===== src/interp_regs.svh =====
// Behaviour
// - Enable bit makes all codes from center
// - Center input 0..255 maps monotonic
// - Below 16 interp_enable coeff1..coeff0, shift 4
// - 16 to 32 interp_enable coeff2..coeff1, shift 4
// - Segments of 32 up to 224, shift 5
// - 224..254 uses coeff9/coeff8; 255 gives coeff9
// - Bandwidth and match take center code
// - Bandwidth below 32 interpolates bw0..bw1
// - Bandwidth 32..254 uses 295 scale, shift 16
// - Match below 32 interpolates match0..match1
// - Match 32..254 uses 295 scale, shift 16
// - Coefficients reset to nominal set, writable
// - Readback shows codes actually applied
// - All loads and codes are 8 bits
// - Direct loads live at 0x020..0x022
`ifndef INTERP_REGS_SVH
`define INTERP_REGS_SVH
// ==========================================
// Register offsets
`define ADDR_CENTER_LOAD 15'h0020
`define ADDR_BW_LOAD 15'h0021
`define ADDR_MATCH_LOAD 15'h0022
`define ADDR_INTERP_CTRL 15'h0050
`define ADDR_APPLIED_0 15'h0060
`define ADDR_APPLIED_1 15'h0061
`define ADDR_APPLIED_2 15'h0062
`define ADDR_COEFF_BASE 15'h0070
`define ADDR_COEFF_LAST 15'h007F
`define INTERP_EN_BIT 0
// ==========================================
// Reset values of the coefficients, nominal bandwidth set, and of the loads and applied codes
`define RST_CENTER_0 8'hDA
`define RST_CENTER_1 8'hB0
`define RST_CENTER_2 8'h8E
`define RST_CENTER_3 8'h66
`define RST_CENTER_4 8'h4B
`define RST_CENTER_5 8'h37
`define RST_CENTER_6 8'h2A
`define RST_CENTER_7 8'h20
`define RST_CENTER_8 8'h18
`define RST_CENTER_9 8'h13
`define RST_BW_0 8'h01
`define RST_BW_1 8'h05
`define RST_BW_2 8'h27
`define RST_MATCH_0 8'h05
`define RST_MATCH_1 8'h19
`define RST_MATCH_2 8'h8A
`define RST_LOAD 8'h00
// ==========================================
// Arithmetic constants
`define BW_SCALE 32'h0000_0127
`define SHIFT_FINE 5'h04
`define SHIFT_COARSE 5'h05
`define SHIFT_WIDE 5'h10
`define SEG_FIRST 8'h10
`define SEG_SECOND 8'h20
`define CODE_TOP 8'hFF
`endif


===== src/interp_pkg.sv =====
package interp_pkg;
	// ==========================================
	// Shared types
	typedef struct packed {
		logic [7:0] center;
		logic [7:0] bw;
		logic [7:0] match;
	} codes_type;
	typedef struct packed {
		logic wr;
		logic rd;
		logic [14:0] addr;
		logic [7:0] wdata;
	} reg_req_type;
endpackage : interp_pkg


===== src/tunable_filter_code_interpolator.sv =====
`timescale 1ns/1ps
`include "interp_regs.svh"
module tunable_filter_code_interpolator (
	input wire logic core_clk_in,
	input wire logic nrst_in,
	input wire logic reg_wr_in,
	input wire logic reg_rd_in,
	input wire logic [14:0] reg_addr_in,
	input wire logic [7:0] reg_wdata_in,
	output logic [7:0] reg_rdata_out,
	output logic reg_rvalid_out,
	output logic [7:0] center_capacitor_out,
	output logic [7:0] bandwidth_capacitor_out,
	output logic [7:0] match_capacitor_out
);
	// ==========================================
	// Reset release
	logic rst_sync1_r;
	logic rst_sync2_r;
	logic rst_n;
	always_ff @(posedge core_clk_in or negedge nrst_in) begin
		if (!nrst_in) begin
			rst_sync1_r <= 1'b0;
			rst_sync2_r <= 1'b0;
		end else begin
			rst_sync1_r <= 1'b1;
			rst_sync2_r <= rst_sync1_r;
		end
	end
	assign rst_n = rst_sync2_r;

	// ==========================================
	// Helpers
	// Signed 32-bit intermediates hold a falling coefficient and the 295 scale without overflow.
	function automatic logic [7:0] lerp(input logic [7:0] base, input logic [7:0] other,
		input logic signed [31:0] weight, input logic [4:0] sh);
		logic signed [31:0] diff;
		logic signed [31:0] prod;
		diff = $signed({24'h00_0000, other}) - $signed({24'h00_0000, base});
		prod = (weight * diff) >>> sh;
		lerp = base + prod[7:0];
	endfunction : lerp

	function automatic logic [7:0] coeff_default(input logic [3:0] idx);
		logic [7:0] val;
		val = `RST_CENTER_0;
		unique case (idx)
			4'h0: val = `RST_CENTER_0;
			4'h1: val = `RST_CENTER_1;
			4'h2: val = `RST_CENTER_2;
			4'h3: val = `RST_CENTER_3;
			4'h4: val = `RST_CENTER_4;
			4'h5: val = `RST_CENTER_5;
			4'h6: val = `RST_CENTER_6;
			4'h7: val = `RST_CENTER_7;
			4'h8: val = `RST_CENTER_8;
			4'h9: val = `RST_CENTER_9;
			4'hA: val = `RST_BW_0;
			4'hB: val = `RST_BW_1;
			4'hC: val = `RST_BW_2;
			4'hD: val = `RST_MATCH_0;
			4'hE: val = `RST_MATCH_1;
			4'hF: val = `RST_MATCH_2;
		endcase
		coeff_default = val;
	endfunction : coeff_default

	// Second stage of the code chain: one of bandwidth or match from the center code.
	function automatic logic [7:0] second_stage(input logic [7:0] y, input logic [7:0] c0,
		input logic [7:0] c1, input logic [7:0] c2);
		logic [7:0] res;
		if (y < `SEG_SECOND) begin
			res = lerp(c0, c1, $signed({24'h00_0000, y}), `SHIFT_COARSE);
		end else if (y < `CODE_TOP) begin
			res = lerp(c1, c2, $signed({24'h00_0000, y - `SEG_SECOND}) * $signed(`BW_SCALE),
				`SHIFT_WIDE);
		end else begin
			res = c2;
		end
		second_stage = res;
	endfunction : second_stage

	// ==========================================
	// Register file
	interp_pkg::reg_req_type req;
	interp_pkg::codes_type load_r;
	interp_pkg::codes_type load_nxt;
	logic interp_en_r;
	logic interp_en_nxt;
	logic [7:0] coeff_r [16];
	logic [7:0] coeff_nxt [16];
	logic [3:0] coeff_idx;
	logic coeff_hit;
	interp_pkg::codes_type applied_r;
	interp_pkg::codes_type applied_nxt;
	logic [7:0] rdata_nxt;

	assign req = '{wr: reg_wr_in, rd: reg_rd_in, addr: reg_addr_in, wdata: reg_wdata_in};
	assign coeff_hit = (req.addr >= `ADDR_COEFF_BASE) && (req.addr <= `ADDR_COEFF_LAST);
	assign coeff_idx = req.addr[3:0];

	always_comb begin
		load_nxt = load_r;
		interp_en_nxt = interp_en_r;
		coeff_nxt = coeff_r;
		if (req.wr) begin
			unique case (req.addr)
				`ADDR_CENTER_LOAD: load_nxt.center = req.wdata;
				`ADDR_BW_LOAD: load_nxt.bw = req.wdata;
				`ADDR_MATCH_LOAD: load_nxt.match = req.wdata;
				`ADDR_INTERP_CTRL: interp_en_nxt = req.wdata[`INTERP_EN_BIT];
				default: begin
					if (coeff_hit) begin
						coeff_nxt[coeff_idx] = req.wdata;
					end
				end
			endcase
		end
	end

	always_comb begin
		rdata_nxt = 8'h00;
		unique case (req.addr)
			`ADDR_CENTER_LOAD: rdata_nxt = load_r.center;
			`ADDR_BW_LOAD: rdata_nxt = load_r.bw;
			`ADDR_MATCH_LOAD: rdata_nxt = load_r.match;
			`ADDR_INTERP_CTRL: rdata_nxt = {7'h00, interp_en_r};
			`ADDR_APPLIED_0: rdata_nxt = applied_r.center;
			`ADDR_APPLIED_1: rdata_nxt = applied_r.bw;
			`ADDR_APPLIED_2: rdata_nxt = applied_r.match;
			default: begin
				if (coeff_hit) begin
					rdata_nxt = coeff_r[coeff_idx];
				end
			end
		endcase
	end

	// ==========================================
	// Center code interpolation
	logic [7:0] x;
	logic [7:0] y;
	logic [8:0] seg_end;
	logic [3:0] seg_hi;
	assign x = load_r.center;
	assign seg_end = {1'b0, x[7:5], 5'h00} + 9'h020;
	assign seg_hi = {1'b0, x[7:5]} + 4'h1;

	always_comb begin
		if (x < `SEG_FIRST) begin
			y = lerp(coeff_r[1], coeff_r[0], $signed({24'h00_0000, `SEG_FIRST - x}), `SHIFT_FINE);
		end else if (x < `SEG_SECOND) begin
			y = lerp(coeff_r[2], coeff_r[1], $signed({24'h00_0000, `SEG_SECOND - x}), `SHIFT_FINE);
		end else if (x == `CODE_TOP) begin
			y = coeff_r[9];
		end else begin
			// Segment k ends at 32*(k+1); its near end is coefficient k+1, its far end k+2.
			y = lerp(coeff_r[seg_hi + 4'h1], coeff_r[seg_hi],
				$signed({23'h00_0000, seg_end}) - $signed({24'h00_0000, x}), `SHIFT_COARSE);
		end
	end

	// ==========================================
	// Code selection
	always_comb begin
		if (interp_en_r) begin
			applied_nxt.center = y;
			applied_nxt.bw = second_stage(y, coeff_r[10], coeff_r[11], coeff_r[12]);
			applied_nxt.match = second_stage(y, coeff_r[13], coeff_r[14], coeff_r[15]);
		end else begin
			applied_nxt = load_r;
		end
	end

	// ==========================================
	// State registers
	always_ff @(posedge core_clk_in or negedge rst_n) begin
		if (!rst_n) begin
			load_r <= '{center: `RST_LOAD, bw: `RST_LOAD, match: `RST_LOAD};
			interp_en_r <= 1'b0;
			for (int i = 0; i < 16; i++) begin
				coeff_r[i] <= coeff_default(4'(i));
			end
			applied_r <= '{center: `RST_LOAD, bw: `RST_LOAD, match: `RST_LOAD};
			reg_rdata_out <= 8'h00;
			reg_rvalid_out <= 1'b0;
		end else begin
			load_r <= load_nxt;
			interp_en_r <= interp_en_nxt;
			coeff_r <= coeff_nxt;
			applied_r <= applied_nxt;
			reg_rdata_out <= req.rd ? rdata_nxt : 8'h00;
			reg_rvalid_out <= req.rd;
		end
	end

	assign center_capacitor_out = applied_r.center;
	assign bandwidth_capacitor_out = applied_r.bw;
	assign match_capacitor_out = applied_r.match;
endmodule : tunable_filter_code_interpolator


===== config.mk =====
export PLATFORM = sky130hd
export DESIGN_NAME = tunable_filter_code_interpolator
export DESIGN_NICKNAME = d
export VERILOG_FILES = /design/src/interp_pkg.sv /design/src/tunable_filter_code_interpolator.sv
export VERILOG_INCLUDE_DIRS = /design/src
export SDC_FILE = /design/constraint.sdc
export NUM_CORES = 2
export LEC_CHECK = 0
export BUFFER_PORTS_ARGS = -buffer_cell sky130_fd_sc_hd__buf_4
export CAP_MARGIN = 20
export CORE_MARGIN = 2
export CORE_UTILIZATION = 50
export CTS_CLUSTER_SIZE = 40
export DETAILED_ROUTE_END_ITERATION = 6
export GPL_ROUTABILITY_DRIVEN = 0
export MAX_ROUTING_LAYER = met4
export PLACE_DENSITY = 0.64
export SYNTH_ARGS = -nofsm -noshare
export SYNTH_HDL_FRONTEND = slang
export SYNTH_SLANG_ARGS = --single-unit

===== constraint.sdc =====
create_clock -name core_clk_in -period 6.25 [get_ports core_clk_in]
set_input_delay 0.3125 -clock core_clk_in [delete_from_list [all_inputs] [get_ports core_clk_in]]
set_output_delay 0.3125 -clock core_clk_in [all_outputs]
set_load 0.03 [all_outputs]

**Word level (Yosys, flattened, before mapping)**

Index checks and enable logic that the tools add are counted.

- Register bits after elaboration: 188
- Bits of input ports: 27
- Output and inout bits: 33

- Add/sub/neg operators: 21
- Multiply operators: 8
- Magnitude comparators: 10
- Eq/ne operators: 8
- Muxes and demuxes: 23
- Bitwise logic cells: 4
- Reduce and logical (&&, ||, !) cells: 8

Operators with widths:

| cell | number |
|---|---|
| $bwmux 128 | 1 |
| $mux 8 | 16 |
| $bmux 8 s4 | 3 |
| $sub 8x8->9 | 7 |
| $eq 15x7->1 const B | 4 |
| $add 8x8->8 | 7 |
| $pmux 8 s7 | 1 |
| $mul 18x9->24 | 2 |
| $eq 15x6->1 const B | 3 |
| $demux 8 s4 | 1 |
| $mul 9x9->13 | 2 |
| $mul 9x9->12 | 2 |
| $mux 24 | 1 |
| $mul 8x9->17 const B | 1 |
| $lt 8x6->1 const B | 2 |
| $ge 15x7->1 const B | 1 |
| $ge 5x5->1 const B | 3 |
| $le 15x7->1 const B | 1 |
| $not 4->5 | 3 |
| $mul 10x9->13 | 1 |
| $sub 9x8->10 | 1 |
| $add 8x6->9 const B | 1 |
| $eq 8x8->1 const B | 1 |
| $lt 8x5->1 const B | 1 |
| other kinds (12) | 16 |

**Depth between registers and ports, before layout**

- Word-level depth: 19
- Gate-level depth with buffers: 90
- Gate-level depth less buffers: 85

**Worst setup path before layout**

Ideal clock, no wire load.

- Path type: reg2reg
- From: reg load_r (netlist bit x[5])
- To: reg applied_r (netlist bit bandwidth_capacitor_out[7])
- Arrival: 19883 ps
- Data required time: 6124 ps
- Path slack: -13759 ps
- Stages on the path, launching flop included: 82
- Path buffers: 5
- Cell sequence: dfrtp_1 buf_2 inv_1 ha_1 buf_1 buf_1 clkbuf_1 mux4_2 a21oi_1 ha_1 inv_1 fa_1 a21o_1 a21oi_1 o21bai_1 a21oi_1 xnor2_1 nand2_1 [... 46 more ...] a21o_1 a211oi_1 o211ai_1 o21ai_0 o21bai_1 xor2_1 ha_1 a21o_1 a21oi_1 o21bai_1 a21oi_1 o21bai_1 a21oi_1 xnor2_1 xnor3_1 xnor2_1 nor3_1 o32a_1

RTL lines:

| what | RTL line | source |
|---|---|---|
| start, declared | tunable_filter_code_interpolator.sv:86 | `interp_pkg::codes_type load_r;` |
| start signal, assigned | tunable_filter_code_interpolator.sv:179 | `` load_r <= '{center: `RST_LOAD, bw: `RST_LOAD, match: `RST_LOAD}; `` |
| start signal, assigned | tunable_filter_code_interpolator.sv:188 | `load_r <= load_nxt;` |
| end signal, assigned | tunable_filter_code_interpolator.sv:184 | `` applied_r <= '{center: `RST_LOAD, bw: `RST_LOAD, match: `RST_LOAD}; `` |
| end signal, assigned | tunable_filter_code_interpolator.sv:191 | `applied_r <= applied_nxt;` |
| end, declared | tunable_filter_code_interpolator.sv:94 | `interp_pkg::codes_type applied_r;` |

==> summary.txt <==
Outcome
  • Status: complete, but fails checks
  • Violated checks: negative setup slack

Setup path
  • Required time of the critical path: 6600 ps
  • Crit path max-delay cell type: mux4_2
  • Worst setup path startpoint: x[5]
  • Cell depth of the worst flop-to-flop path: 80
  • Critical path peak fanout: 5
  • Worst setup path class: reg2reg
  • RR Startpoint: x[5]
  • Family with the most delay on the worst path: adder cells
  • Critical Path Most Common Cell: fa_1
  • Sum of buffers and inverters on the critical path: 16
  • CP Data Arrival Time: 18160 ps
  • Slack of the worst reg-to-reg path: -11560 ps
  • Launching element type of the critical path: register
  • Path length in cells of the critical path: 80
  • Max stage delay on crit path: about 550 ps
  • Critical Path Sink Type: register

Floorplanning
  • Number of cell rows: 94
  • Top-level port count: 60
  • Core footprint: 0.0659 mm^2
  • Area enclosed by the die boundary: between 0.06 and 0.07 mm^2
  • Width of the die: 262 um
  • Initial core utilization: 0.506
  • Overall die height: 262 um

Timing
  • RSZ-0062 raised after global routing: true
  • Achievable Freq: 56.1 MHz
  • Worst-case setup margin in the final layout: -11560 ps
  • Final period demand of the worst path: 17810 ps
  • Relative slew slack: 0.342
  • Pin slew with the least headroom to its limit: 983 ps
  • Final-layout setup total negative slack: -188940 ps
  • Worst Skew: 11.4 ps
  • Number of max-slew violations in the final report: 0
  • Number of hold violations in the final report: 0
  • Final worst path period share: 2.85
  • Final setup violation count: 24

Yosys
  • Synth Net Count: 4339
  • Leading cell types by total area after synthesis: fa_1, ha_1, dfrtp_1, mux4_2, inv_1
  • YS warnings: 0
  • Post-synth cell types: 89
  • Post-synth design cell area: 0.0333 mm^2
  • Seq/Total Area, Yosys: 0.143
  • Main flop type after synthesis: dfrtp_1
  • Number of synthesized register bits: approximately 190
  • Share of the synthesized area in the top cell type: 0.248
  • EDFF count, synth: 0
  • Cells after synthesis: ~3500
  • Syn avg cell area: roughly 9.5 um^2
  • Proportion of register bits with asynchronous set or reset after synthesis: 1.00
  • Area leader, netlist: fa_1
  • Top cells by instance count after synthesis: inv_1, fa_1, ha_1
  • Dominant cell by count in the synthesized netlist: inv_1

Pwr
  • Cell internal pwr: 10.5 mW
  • Relative contribution of the clock network to total power: 0.056
  • Net switching power: 9.21 mW
  • Final total power: 19.7 mW
  • P_leak: 21.3 nW
  • Switching power as a share of total power: 0.467
  • Power per standard cell area: 455 mW/mm^2
  • Combinational group share of total power: 0.881
  • Worst vdd ir: 1.12 mV
  • Sequential share of power: 0.062

GRT
  • Initial antenna violation count: 3
  • Largest net degree at the start of global routing: 144
  • Number of global-route vias before repair: 29800
  • Global Route Usage Sum: 0.342
  • Global-route wire length before repair: 172000 um
  • Remaining global-route overflow: 0

Cells and area
  • Post-route core utilization: 0.657
  • Total of fill cells in the finished design: around 5300
  • Final #Nets: a little over 5000
  • Area overhead of the layout relative to synthesis: 29.9%
  • Share of final-layout standard cells stronger than drive strength 1: 0.331
  • Post-route design area: 0.0433 mm^2

Clocking
  • Maximum buffer depth of the clock tree: 2
  • Worst-path clk slew: roughly 80 ps
  • Total clock sinks: 188
  • Clock latency at the later pin of the worst-skew pair: 470 ps
  • Root buf cell: clkbuf_16
  • H-tree depth: 4
  • TritonCTS clock tree: done
  • Number of buffers created by CTS: 17

Detailed routing
  • Wire length the detailed router placed on met1: 44200 um
  • Detailed Routing Iterations Pass 1: 6
  • Sum of met3 wire segment lengths after detailed routing: roughly 9200 um
  • Routed length per placed instance: approximately 22 um
  • Vias per std cell: 5.61
  • DRT iter0 DRCs: 2797
  • Top layer reached by signal wires: met4
  • Vias: 29100
  • Post-route DRC violation count: 0
  • Detail Route Antenna Nets: 0
  • Wire length reported by the detailed router: 112000 um
  • Routed length on met2: 52900 um

Worst hold path
  • Cell count of the worst hold path: 1
  • Worst Hold Launch: reg_rd_in
  • Tightest Hold Check Type: in2reg

Job
  • Max-cap check violation count: 0

Placed design
  • DP Area: 0.0406 mm^2
  • I/O Buffers: between 50 and 60
  • Placed wire-length estimate after detailed placement: 90800 um
path summary, 6_finish.rpt:
path	to
max in group asynchronous	center_capacitor_out[5]
worst min register to register	rst_n
worst max register to register	bandwidth_capacitor_out[7]
min in group asynchronous	rst_n
worst max-delay path	bandwidth_capacitor_out[7]
worst min-delay path	reg_rvalid_out
power groups by stage:
stage	Clock, mW	Sequential [mW]	Combinational [mW]
2_1_floorplan	0	1.26	7.33
3_3_place_gp	0	1.25	13.0
3_5_place_dp	0	1.25	13.3
4_1_cts	1.12	1.23	16.0
5_1_grt	1.16	1.23	18.5
6_report	1.11	1.23	17.4
logic make-up (layout without fill, tap and decap cells):
logic type | after synthesis | count (layout) | synth area share
AO/OA/AOI/OAI | 448 | 448 | 0.0876
XOR/XNOR | 204 | 204 | 0.0561
adder cells (fa/ha/maj) | 801 | 801 | 0.394
buffers and inverters | 702 | 1505 | 0.0802
flip-flops | 188 | 188 | 0.143
multiplexers | 242 | 242 | 0.113
other | 1 | 4 | 0.000113
AND/OR/NAND/NOR | 925 | 925 | 0.127
flip-flops by register name, indices dropped and copies added, names as in the netlist:
register and count:
bandwidth_capacitor_out 8, center_capacitor_out 8, coeff_r 128, interp_en_r 1, load_r 16, match_capacitor_out 8, reg_rdata_out 8, reg_rvalid_out 1
rst_n 1, rst_sync1_r 1, x 8
through the flow:
step	worst slack, ps	hold slack (ps)	std cells
CTS	-11110	30.6	5157
finish	-11560	59.5	5181
floorplan	-11370	16.9	3511
global route	-12330	41.7	5181
detailed placement	-12070	98.2	5077
global placement	-11610	96.2	5077
worst register-to-register path: cells and delay by family, from the launching register on:
kind / cells / cell delay [ps]
adder cells (fa/ha/maj): 21 / 8350
AO/OA/AOI/OAI: 19 / 2840
XOR/XNOR: 11 / 2270
buffers and inverters: 16 / 1400
AND/OR/NAND/NOR: 9 / 1350
multiplexers: 4 / 1090
flip-flops: 1 / 420
layout by cell type (no fill, tap or decap), types with 13 or more instances in the layout:
cell,n
nand2b_1,70
or3_1,13
a21o_1,41
buf_4,823
o21ai_1,13
and3_1,13
nand3_1,24
mux2_2,100
mux2i_1,33
xnor2_1,117
ha_4,40
xnor2_2,14
mux4_2,96
nor2_1,253
o21a_1,14
buf_6,32
inv_2,23
a21oi_2,25
and2_1,61
a21oi_1,80
o21bai_1,33
xor2_1,47
dfrtp_1,137
a222oi_1,15
dfstp_2,49
a21boi_0,16
nor2b_1,20
inv_1,549
ha_1,345
fa_1,400
nand2_1,361
buf_12,26
o21ai_0,108
nor3_1,27
clkbuf_16,17
metal layers:
layer  vias to the layer above  global-route usage
li1                      13100                   -
met1                     14400               0.434
met2                      1302               0.545
met3                       332              0.0524
met4                         0               0.147
met5                         -                   -
layout make-up:
type	instances	area [um^2]	share of cell area
antenna	3	7.51	0.000173
clock buffer	17	425	0.00983
clock inverter	15	160	0.00370
inverter	581	2190	0.0506
multi-input combinational	2621	27400	0.633
sequential	188	4770	0.110
tap	864	1080	0.0250
timing repair buffer	892	7240	0.167
what timing repair did:
item,in CTS,in global routing
resized for setup,137,147
setup buffers,57,35
gates cloned,2,0
hold endpoints to repair,2,0
hold buffers,1,0
pin swaps,135,120
endpoints found under the setup margin,24,24
Power figures use the tool's default switching activity.
